[config.mk]
export PLATFORM = sky130hd
export DESIGN_NAME = cdt_timer
export DESIGN_NICKNAME = d
export VERILOG_FILES = /design/src/pkg/cdt_pkg.sv /design/src/logic/cdt_timer.sv
export VERILOG_INCLUDE_DIRS = /design/src /design/src/pkg
export SDC_FILE = /design/constraint.sdc
export NUM_CORES = 1
export LEC_CHECK = 0
export ABC_AREA = 0
export BUFFER_PORTS_ARGS = -buffer_cell sky130_fd_sc_hd__buf_2
export CAP_MARGIN = 20
export CELL_PAD_IN_SITES_DETAIL_PLACEMENT = 1
export CELL_PAD_IN_SITES_GLOBAL_PLACEMENT = 1
export CORE_MARGIN = 2
export CORE_UTILIZATION = 46
export CTS_CLUSTER_DIAMETER = 30
export DETAILED_ROUTE_END_ITERATION = 16
export PLACE_DENSITY_LB_ADDON = 0.1
export SYNTH_ARGS = -nofsm -noshare
export SYNTH_HDL_FRONTEND = slang
export SYNTH_SLANG_ARGS = --single-unit
[constraint.sdc]
create_clock -name CLOCK -period 3.5 [get_ports CLOCK]
set_input_delay 0.525 -clock CLOCK [delete_from_list [all_inputs] [get_ports CLOCK]]
set_output_delay 0.525 -clock CLOCK [all_outputs]
set_load 0.03 [all_outputs]
[src/pkg/cdt_map.svh]
// Operation
// - Two 8-bit read/write up-counters, reset zero
// - Clock select plus internal select pick source
// - Clear by external reset, match A, B
// - Compare A register resets FF, sets flag A
// - Compare B register resets FF, sets flag B
// - Match A drives pin per low select bits
// - Match B drives pin per high select bits
// - Clock select 100 chains counters to 16 bits
// - Chained upper counter counts lower overflows
// - Chained upper flags need full 16-bit match
// - Chained lower flags follow lower byte match
// - Chained match clear clears both bytes together
// - Chained external-reset select still clears on 16-bit match A
// - Chained mode ignores lower counter clear field
// - Chained pin 0 follows 16-bit matches
// - Chained pin 1 follows lower-byte matches
// - Clear on A gives period value plus one
// - Control enables external reset requests
// - Clear field 01 clears on match A
// - Output select 01 on B drives low
// - Output select 10 on A drives high
// - Select 001 with 00 counts clock/8 rising
`ifndef CDT_MAP_SVH
`define CDT_MAP_SVH

// Register word indices; byte address is index times four
`define CDT_IDX_CTRL0    4'h0
`define CDT_IDX_CTRL1    4'h1
`define CDT_IDX_STAT0    4'h2
`define CDT_IDX_STAT1    4'h3
`define CDT_IDX_CMPA0    4'h4
`define CDT_IDX_CMPA1    4'h5
`define CDT_IDX_CMPB0    4'h6
`define CDT_IDX_CMPB1    4'h7
`define CDT_IDX_CNT0     4'h8
`define CDT_IDX_CNT1     4'h9
`define CDT_IDX_CCTL0    4'ha
`define CDT_IDX_CCTL1    4'hb
`define CDT_IDX_LAST     4'hb
// First byte-address bit above the register window
`define CDT_ADDR_TOP     6

// Reset values
`define CDT_CNT_RST      8'h00
`define CDT_CMP_RST      8'hff
`define CDT_REG_RST      8'h00
`define CDT_CNT_MAX      8'hff

// Timer control register fields
`define CDT_CKS_LSB      0
`define CDT_CKS_MSB      2
`define CDT_CCLR_LSB     3
`define CDT_CCLR_MSB     4
`define CDT_CTRL_MASK    8'hff

// Counter control register fields
`define CDT_ICKS_LSB     0
`define CDT_ICKS_MSB     1
`define CDT_EXTEN_BIT    2
`define CDT_CCTL_MASK    8'h07

// Control/status register fields
`define CDT_OSA_LSB      0
`define CDT_OSA_MSB      1
`define CDT_OSB_LSB      2
`define CDT_OSB_MSB      3
`define CDT_FLAGA_BIT    6
`define CDT_FLAGB_BIT    7
`define CDT_STAT_MASK    8'h0f

// Encodings
`define CDT_CKS_OFF      3'b000
`define CDT_CKS_FAST     3'b001
`define CDT_CKS_MID      3'b010
`define CDT_CKS_SLOW     3'b011
`define CDT_CKS_CHAIN    3'b100
`define CDT_CLR_NONE     2'b00
`define CDT_CLR_A        2'b01
`define CDT_CLR_B        2'b10
`define CDT_CLR_EXT      2'b11
`define CDT_OS_KEEP      2'b00
`define CDT_OS_LOW       2'b01
`define CDT_OS_HIGH      2'b10
`define CDT_OS_TOGGLE    2'b11

// Prescaler taps: bit k of the free counter is clock/2^(k+1)
`define CDT_PRESC_W      13
`define CDT_TAP_DIV2     0
`define CDT_TAP_DIV8     2
`define CDT_TAP_DIV32    4
`define CDT_TAP_DIV64    5
`define CDT_TAP_DIV1024  9
`define CDT_TAP_DIV8192  12

`endif

[src/pkg/cdt_pkg.sv]
`include "cdt_map.svh"

package cdt_pkg;

	typedef logic [7:0] cdt_byte_t;

	// Whole state of the timer unit, index 0 upper, index 1 lower
	typedef struct packed {
		logic [1:0][7:0]           cnt;
		logic [1:0][7:0]           cmpa;
		logic [1:0][7:0]           cmpb;
		logic [1:0][7:0]           ctrl;
		logic [1:0][7:0]           cctl;
		logic [1:0][3:0]           osel;
		logic [1:0]                flaga;
		logic [1:0]                flagb;
		logic [1:0]                mpa;
		logic [1:0]                mpb;
		logic [1:0]                pin;
		logic [`CDT_PRESC_W-1:0]   presc;
		logic [2:0]                sync;
		logic                      ext_lvl;
		logic [31:0]               rdata;
		logic                      ready;
		logic                      slverr;
	} cdt_state_s;

endpackage

[src/logic/cdt_timer.sv]
// The implementer's own choices: the APB interface to the registers and the placing of the registers.
`timescale 1ns/10ps
`include "cdt_map.svh"

module cdt_timer #(
	parameter int ADDR_W = 8
) (
	// Clock and reset
	input  wire logic              CLOCK,
	input  wire logic              RSTN,
	// APB slave
	input  wire logic              PSEL,
	input  wire logic              PENABLE,
	input  wire logic              PWRITE,
	input  wire logic [ADDR_W-1:0] PADDR,
	input  wire logic [31:0]       PWDATA,
	output logic [31:0]            PRDATA,
	output logic                   PREADY,
	output logic                   PSLVERR,
	// Pins
	input  wire logic              EXTERNAL_COUNTER_RESET_PIN,
	output logic                   COMPARE_OUTPUT_PIN_0,
	output logic                   COMPARE_OUTPUT_PIN_1
);

	// Word decode needs address bits up to 5
	if (ADDR_W < 6) begin : g_bad_addr
		$error("cdt_timer: ADDR_W must be at least 6");
	end

	cdt_pkg::cdt_state_s st;
	cdt_pkg::cdt_state_s next_st;

	logic [1:0] tick;
	logic [1:0] ma;
	logic [1:0] mb;
	logic [1:0] ev_a;
	logic [1:0] ev_b;
	logic [1:0] clr;
	logic       chained;
	logic       ovf;
	logic       clr16;

	// Rising or falling edge of one prescaler tap, seen the cycle it happens
	function automatic logic tap_edge(input logic [`CDT_PRESC_W-1:0] p, input int k, input logic fall);
		logic [`CDT_PRESC_W-1:0] low;
		low = (`CDT_PRESC_W'(1) << k) - `CDT_PRESC_W'(1);
		tap_edge = ((p & low) == '0) && (p[k] != fall);
	endfunction

	// Count event for one timer from its selects; chained source handled apart
	function automatic logic pick_tick(input logic [`CDT_PRESC_W-1:0] p, input logic [2:0] cks,
		input logic [1:0] icks);
		logic fall;
		fall = icks[1];
		case (cks)
			`CDT_CKS_FAST: pick_tick = tap_edge(p, icks[0] ? `CDT_TAP_DIV2 : `CDT_TAP_DIV8, fall);
			`CDT_CKS_MID:  pick_tick = tap_edge(p, icks[0] ? `CDT_TAP_DIV32 : `CDT_TAP_DIV64, fall);
			`CDT_CKS_SLOW: pick_tick = tap_edge(p, icks[0] ? `CDT_TAP_DIV1024 : `CDT_TAP_DIV8192, fall);
			default:       pick_tick = 1'b0;
		endcase
	endfunction

	// Timer, match and clear logic plus the register port
	always_comb begin
		logic [3:0]  idx;
		logic        setup;
		logic        wr;
		logic [7:0]  wb;
		logic [1:0]  clrsel;
		logic [1:0]  os;
		logic        bad;
		clrsel  = 2'b00;
		os      = 2'b00;
		next_st = st;
		idx     = PADDR[5:2];
		setup   = PSEL && !PENABLE;
		wr      = PSEL && PENABLE && PWRITE && st.ready && !st.slverr;
		wb      = PWDATA[7:0];
		// Address bits above the window must be zero, or the word would alias a register
		bad     = (PADDR >> `CDT_ADDR_TOP) != '0 || PADDR[5:2] > `CDT_IDX_LAST || PADDR[1:0] != 2'b00;
		chained = st.ctrl[0][`CDT_CKS_MSB:`CDT_CKS_LSB] == `CDT_CKS_CHAIN;

		// Pin synchroniser: level changes only when stages two and three agree
		next_st.sync = {st.sync[1:0], EXTERNAL_COUNTER_RESET_PIN};
		if (st.sync[1] == st.sync[2]) begin
			next_st.ext_lvl = st.sync[2];
		end
		next_st.presc = st.presc + `CDT_PRESC_W'(1);

		// Compare: chained upper byte compares the full 16-bit value
		for (int i = 0; i < 2; i++) begin
			ma[i]   = st.cnt[i] == st.cmpa[i];
			mb[i]   = st.cnt[i] == st.cmpb[i];
			tick[i] = pick_tick(st.presc, st.ctrl[i][`CDT_CKS_MSB:`CDT_CKS_LSB],
				st.cctl[i][`CDT_ICKS_MSB:`CDT_ICKS_LSB]);
		end
		if (chained) begin
			ma[0] = {st.cnt[0], st.cnt[1]} == {st.cmpa[0], st.cmpa[1]};
			mb[0] = {st.cnt[0], st.cnt[1]} == {st.cmpb[0], st.cmpb[1]};
		end
		ev_a = ma & ~st.mpa;
		ev_b = mb & ~st.mpb;
		next_st.mpa = ma;
		next_st.mpb = mb;

		// Lower byte wraps once per count event at all ones
		ovf = tick[1] && st.cnt[1] == `CDT_CNT_MAX;

		// Clear request per timer, taken at that timer's next count event
		for (int i = 0; i < 2; i++) begin
			clrsel = st.ctrl[i][`CDT_CCLR_MSB:`CDT_CCLR_LSB];
			case (clrsel)
				`CDT_CLR_A: clr[i] = ma[i];
				`CDT_CLR_B: clr[i] = mb[i];
				`CDT_CLR_EXT: clr[i] = 1'b0;
				default: clr[i] = 1'b0;
			endcase
		end

		if (chained) begin
			// External select still clears on the 16-bit match A
			if (st.ctrl[0][`CDT_CCLR_MSB:`CDT_CCLR_LSB] == `CDT_CLR_EXT) begin
				clr[0] = ma[0];
			end
			clr16 = (tick[1] && clr[0])
				|| (st.ctrl[0][`CDT_CCLR_MSB:`CDT_CCLR_LSB] == `CDT_CLR_EXT
				&& st.cctl[0][`CDT_EXTEN_BIT] && st.ext_lvl);
			// Lower clear field plays no part here
			if (clr16) begin
				next_st.cnt[0] = `CDT_CNT_RST;
				next_st.cnt[1] = `CDT_CNT_RST;
			end else begin
				if (tick[1]) begin
					next_st.cnt[1] = st.cnt[1] + 8'h01;
				end
				if (ovf) begin
					next_st.cnt[0] = st.cnt[0] + 8'h01;
				end
			end
		end else begin
			clr16 = 1'b0;
			for (int i = 0; i < 2; i++) begin
				// External reset holds the counter at zero while the pin is high
				if (st.ctrl[i][`CDT_CCLR_MSB:`CDT_CCLR_LSB] == `CDT_CLR_EXT
					&& st.cctl[i][`CDT_EXTEN_BIT] && st.ext_lvl) begin
					next_st.cnt[i] = `CDT_CNT_RST;
				end else if (tick[i] && clr[i]) begin
					next_st.cnt[i] = `CDT_CNT_RST;
				end else if (tick[i]) begin
					next_st.cnt[i] = st.cnt[i] + 8'h01;
				end
			end
		end

		// Output pins: B applied first, then A acts on B's result when both match together
		for (int i = 0; i < 2; i++) begin
			if (ev_b[i]) begin
				os = st.osel[i][`CDT_OSB_MSB:`CDT_OSB_LSB];
				case (os)
					`CDT_OS_LOW:    next_st.pin[i] = 1'b0;
					`CDT_OS_HIGH:   next_st.pin[i] = 1'b1;
					`CDT_OS_TOGGLE: next_st.pin[i] = !st.pin[i];
					default:        next_st.pin[i] = st.pin[i];
				endcase
			end
			if (ev_a[i]) begin
				os = st.osel[i][`CDT_OSA_MSB:`CDT_OSA_LSB];
				case (os)
					`CDT_OS_LOW:    next_st.pin[i] = 1'b0;
					`CDT_OS_HIGH:   next_st.pin[i] = 1'b1;
					`CDT_OS_TOGGLE: next_st.pin[i] = !next_st.pin[i];
					default:        next_st.pin[i] = next_st.pin[i];
				endcase
			end
		end

		// Register writes take effect at the access edge and beat the count
		if (wr) begin
			case (idx)
				`CDT_IDX_CTRL0, `CDT_IDX_CTRL1: next_st.ctrl[idx[0]] = wb & `CDT_CTRL_MASK;
				`CDT_IDX_CCTL0, `CDT_IDX_CCTL1: next_st.cctl[idx[0]] = wb & `CDT_CCTL_MASK;
				`CDT_IDX_CMPA0, `CDT_IDX_CMPA1: next_st.cmpa[idx[0]] = wb;
				`CDT_IDX_CMPB0, `CDT_IDX_CMPB1: next_st.cmpb[idx[0]] = wb;
				`CDT_IDX_CNT0, `CDT_IDX_CNT1:   next_st.cnt[idx[0]]  = wb;
				`CDT_IDX_STAT0, `CDT_IDX_STAT1: begin
					next_st.osel[idx[0]] = wb[`CDT_OSB_MSB:`CDT_OSA_LSB];
					// Writing zero clears a flag; writing one leaves it
					if (!wb[`CDT_FLAGA_BIT]) begin
						next_st.flaga[idx[0]] = 1'b0;
					end
					if (!wb[`CDT_FLAGB_BIT]) begin
						next_st.flagb[idx[0]] = 1'b0;
					end
				end
				default: ;
			endcase
		end

		// Flags are set after the clear so a match in the same cycle survives
		next_st.flaga = next_st.flaga | ev_a;
		next_st.flagb = next_st.flagb | ev_b;

		// Read data captured in the setup cycle; ready answers in the access cycle
		next_st.ready  = setup;
		next_st.slverr = setup && bad;
		if (setup) begin
			next_st.rdata = 32'h0000_0000;
			case (idx)
				`CDT_IDX_CTRL0, `CDT_IDX_CTRL1: next_st.rdata[7:0] = st.ctrl[idx[0]];
				`CDT_IDX_CCTL0, `CDT_IDX_CCTL1: next_st.rdata[7:0] = st.cctl[idx[0]];
				`CDT_IDX_CMPA0, `CDT_IDX_CMPA1: next_st.rdata[7:0] = st.cmpa[idx[0]];
				`CDT_IDX_CMPB0, `CDT_IDX_CMPB1: next_st.rdata[7:0] = st.cmpb[idx[0]];
				`CDT_IDX_CNT0, `CDT_IDX_CNT1:   next_st.rdata[7:0] = st.cnt[idx[0]];
				`CDT_IDX_STAT0, `CDT_IDX_STAT1: begin
					next_st.rdata[3:0]            = st.osel[idx[0]];
					next_st.rdata[`CDT_FLAGA_BIT] = st.flaga[idx[0]];
					next_st.rdata[`CDT_FLAGB_BIT] = st.flagb[idx[0]];
				end
				default: next_st.rdata = 32'h0000_0000;
			endcase
		end
		// Refused transfers read as zero
		if (next_st.slverr) begin
			next_st.rdata = 32'h0000_0000;
		end
	end

	// State register; all resets are constants
	always_ff @(posedge CLOCK or negedge RSTN) begin
		if (!RSTN) begin
			st.cnt     <= {`CDT_CNT_RST, `CDT_CNT_RST};
			st.cmpa    <= {`CDT_CMP_RST, `CDT_CMP_RST};
			st.cmpb    <= {`CDT_CMP_RST, `CDT_CMP_RST};
			st.ctrl    <= {`CDT_REG_RST, `CDT_REG_RST};
			st.cctl    <= {`CDT_REG_RST, `CDT_REG_RST};
			st.osel    <= '0;
			st.flaga   <= '0;
			st.flagb   <= '0;
			st.mpa     <= '0;
			st.mpb     <= '0;
			st.pin     <= '0;
			st.presc   <= '0;
			st.sync    <= '0;
			st.ext_lvl <= 1'b0;
			st.rdata   <= 32'h0000_0000;
			st.ready   <= 1'b0;
			st.slverr  <= 1'b0;
		end else begin
			st <= next_st;
		end
	end

	// Outputs straight from state flops
	assign PRDATA               = st.rdata;
	assign PREADY               = st.ready;
	assign PSLVERR              = st.slverr;
	assign COMPARE_OUTPUT_PIN_0 = st.pin[0];
	assign COMPARE_OUTPUT_PIN_1 = st.pin[1];

endmodule

Yosys cells after proc, flatten, opt, wreduce, memory -nomap -nowiden
Cells that the tools add are included.
{ "word_totals": {"register_bits": 149, "out_inout_bits": 36, "wordCells": 254} }
{ "op_classes": {"n_reduce_logical": 51, "bitwise": 15, "mux": 91, "n_shift": 6, "n_eq_ne": 50, "n_lt_le_gt_ge": 9, "addsub": 9} }
{ "ops": {"columns": ["operator", "count"], "rows": [
  ["8-bit 2-to-1 mux", 18],
  ["16-bit 2-to-1 mux", 7],
  ["92-bit 2-to-1 mux", 1],
  ["16-bit bitwise mux", 5],
  ["13-bit AND", 6],
  ["13-bit zero test", 6],
  ["13-bit by 2-bit subtractor with 13-bit output, second input constant", 6],
  ["32-bit 2-to-1 mux", 2],
  ["16-bit equality test", 2],
  ["8-bit equality test", 4],
  ["1-bit 2-to-1 mux", 27],
  ["1-bit by 2-bit << shifter with 13-bit output, first input constant", 2],
  ["1-bit by 3-bit << shifter with 13-bit output, first input constant", 2],
  ["1-bit by 4-bit << shifter with 13-bit output, first input constant", 2],
  ["1-bit binary-select mux with 4-bit select", 6],
  ["2-bit equality test, second input constant", 12],
  ["4-bit one-hot mux with 6 select lines", 1],
  ["1-bit logical AND", 21],
  ["1-bit one-hot mux with 3 select lines", 6],
  ["8-bit by 1-bit adder with 8-bit output, second input constant", 2],
  ["4-bit by 3-bit equality test with 1-bit output, second input constant", 4],
  ["4-bit equality test, second input constant", 4],
  ["13-bit by 1-bit adder with 13-bit output, second input constant", 1],
  ["2-bit by 1-bit equality test with 1-bit output, second input constant", 6],
  ["other kinds (35)", 78]
]} }

Logic depth before layout (Yosys ltp)
{ "logic_depth": {"ltp_word": 15, "depth_mapped": 11} }

Least setup slack after synthesis
OpenSTA, ideal clock, no wires.
{ "synth_path": {"kind": "register to register", "startpoint": "register st[42] in the netlist's numbering", "endpoint": "register st[138] in the netlist's numbering", "n_path_buf": 2, "arrival_time_ps": 2306, "synth_period_minus_slack_ps": 2431, "path_stages_with_launch": 11, "setup_slack_ps": 1069, "required_time_ps": 3375, "setup_time_ps": 125, "cell_sequence": "dfrtp_1 -> buf_6 -> or4_4 -> or3b_1 -> a211oi_1 -> or3_1 -> buf_6 -> nand4_4 -> xnor2_2 -> a22oi_1 -> o21ai_2"} }
{ "synth_rtl": {"columns": ["item", "line_no", "source"], "rows": [
  ["start: declaration", "cdt_timer.sv:31", "cdt_pkg::cdt_state_s st;"],
  ["start signal: assignment", "cdt_timer.sv:250", "st <= next_st;"]
]} }

==> impl_metrics.env <==
export IMPL_min_path_type="primary input to asynchronous set/reset pin"
export IMPL_relSlewSlack_pct=35.0
export IMPL_drc=0
export IMPL_ir_drop_mv=0.368
export IMPL_track_usage_pct=27.3
export IMPL_num_antenna_cells=0
export IMPL_core_sq_um=15100
export IMPL_fin_skew_ps=5.40
export IMPL_max_freq_ghz=0.326
export IMPL_crit_path_max_fanout=8
export IMPL_grt_pass1_wl_mm=33.2
export IMPL_port_buffers=33
export IMPL_root_buffer="clkbuf_16"
export IMPL_wl_met1_mm=9.42
export IMPL_crit_path_end_kind="register"
export IMPL_hold_violations=0
export IMPL_grt_start_max_net_pins=57
export IMPL_routabilityCongestion=0.905
export IMPL_dr_wl_met2_mm=10.4
export IMPL_numCtsBuffers=17
export IMPL_fin_util_pct=52.1
export IMPL_worst_slack_ps=432
export IMPL_synth_enable_flop_cells=0
export IMPL_maxCapViolCount=0
export IMPL_ctsHtreeMaxLevel=4
export IMPL_clockBufferDepth=2
export IMPL_slew_viol_final=0
export IMPL_row_count=45
export IMPL_max_slew_worst_pin_slew_ps=972
export IMPL_cts_hold_buffers_added=0
export IMPL_antenna_found_initial=0
export IMPL_drtIter0Drc=353
export IMPL_synth_avg_cell_area_sq_um=10.2
export IMPL_ys_seq_elements=125
export IMPL_drtAntennaViolNets=0
export IMPL_firstDrtPassIters=8
export IMPL_insertion_delay_ps=430
export IMPL_netlist_area_sq_um=7040
export IMPL_final_min_clock_period_ps=3070
export IMPL_clk_pin_slew_ps=50
export IMPL_synth_seq_area_share_pct=45.0
export IMPL_crit_type="register to register"
export IMPL_dr_wl_met3_um=871
export IMPL_die_h_um=128
export IMPL_path_cells="xnor2_1 > nand4_1 > nor2_1 > o211ai_1 > o32ai_1 > mux2i_1 > o21ai_2 > o21ai_0"
export IMPL_cp_start_kind="register"
export IMPL_cp_arrival_ps=3340
export IMPL_cts_sinks=125
export IMPL_cts_tree="yes"
export IMPL_critPathRequiredTime_ps=3780
export IMPL_rsz0062_at_grt="no"
export IMPL_p_leak_nw=3.52
export IMPL_cts_setup_buffers=0
export IMPL_final_common_cell="dfrtp_1"
export IMPL_period_share_pct=87.7
export IMPL_final_layout_size_suffix_gt1_share_pct=23.4
export IMPL_layout_nets=766
export IMPL_post_dp_hpwl_mm=15.2
export IMPL_synth_cell_type_count=55
export IMPL_viasPerCell=5.91
export IMPL_tns_ps=0
export IMPL_routedWlPerCell_um=23.2
export IMPL_max_stage_delay_ps=600
export IMPL_top_layer_used="met4"
export IMPL_finalSetupViolCount=0
export IMPL_mostFrequentLayoutCells="dfrtp_1, nand2_1, mux2_2"
export IMPL_cts_resized=0
export IMPL_via_count=5381
export IMPL_overflow=0
export IMPL_ys_flop_type="dfrtp_1"
export IMPL_yosys_warnings=0
export IMPL_syn_inst=691
export IMPL_fp_dieW_um=128
export IMPL_die_area_sq_um=16300
export IMPL_ioPinCount=82
export IMPL_area_growth_pct=11.6
export IMPL_run_status="complete, no violations"
export IMPL_p_per_area_nw_per_um2=545
export IMPL_final_area_sq_um=7860
export IMPL_grt_pass1_vias=5697
export IMPL_dp_slack_ps=593
export IMPL_start_util_pct=46.7
export IMPL_finalWirelength_mm=21.2
export IMPL_async_flop_share_pct=100
export IMPL_place_area_sq_um=7250
export IMPL_slowest_stage="o32ai_1"
layout make-up:
class                      count  area [sq um]
inverter                      14          52.6
clock buffer                  25           495
multi-input combinational    502          3490
fill                        1671          7230
tap                          188           235
sequential                   125          3170
clock inverter                 7           110
timing repair buffer          50           308
per-stage QoR:
step | hold slack (ps) | cells | power, mW
global route | 204 | 911 | 4.44
floorplan | 229 | 714 | 2.21
detailed placement | 341 | 879 | 2.47
CTS | 185 | 911 | 4.30
global placement | 340 | 879 | 2.43
finish | 154 | 911 | 4.28
Yosys cell counts, drive strengths merged (11+ instances only):
master	number	area share (%)
nand2	70	3.7
mux2i	36	5.1
xor2	29	3.6
nand4	11	1.2
o22ai	13	1.2
dfstp	32	12
mux2	50	8.0
xnor2	37	4.7
nand3	12	0.85
nor2b	15	1.3
buf	42	4.3
clkbuf	31	1.7
nor2	39	2.1
dfrtp	93	33
a222oi	12	1.7
nor3	17	1.2
o21ai	39	2.9
inv	14	0.75
where the power goes:
group	total [mW]	internal, mW	switching, mW
logic	0.733	0.294	0.440
clock network	1.82	1.19	0.634
registers	1.73	1.56	0.165
total	4.28	3.05	1.24
path summary, 6_finish.rpt:
path | start | endpoint | cells after the start | slack, ps
worst max-delay path | st[143] | st[142] | 8 | 430
worst min-delay path | RSTN | asynchronous set/reset pin | 1 | 150
worst max register to register | st[143] | st[142] | 8 | 430
worst min register to register | next_st[36] | next_st[37] | 0 | 350
max in group asynchronous | RSTN | st[50] | 2 | 2490
min in group CLOCK | EXTERNAL_COUNTER_RESET_PIN | next_st[36] | 1 | 200
layer usage:
layer	up-vias	track usage, %
met4	0	9.44
li1	2406	-
met5	-	0
met3	36	4.51
met2	149	45.8
met1	2790	35.9
critical path: cells and delay by family, from the launching register on:
| family | cells | cell delay [ps] |
|---|---|---|
| DFF | 1 | 520 |
| xor gates and xnor gates | 1 | 230 |
| AOI/OAI and AO/OA | 4 | 1500 |
| muxes | 1 | 170 |
| and+or+nand+nor | 2 | 490 |
kinds of logic (layout without fill, tap and decap cells):
family | count (synthesis) | after routing | share of synthesized area [%]
adders and majority gates | 11 | 11 | 1.92
xor gates and xnor gates | 66 | 66 | 8.32
buffers and inverters | 87 | 96 | 6.67
muxes | 86 | 86 | 13.1
and+or+nand+nor | 213 | 213 | 15.2
other | 1 | 24 | 0.0533
AOI/OAI and AO/OA | 102 | 102 | 9.72
DFF | 125 | 125 | 45.0
No activity file was read; power rests on OpenSTA's default activity.
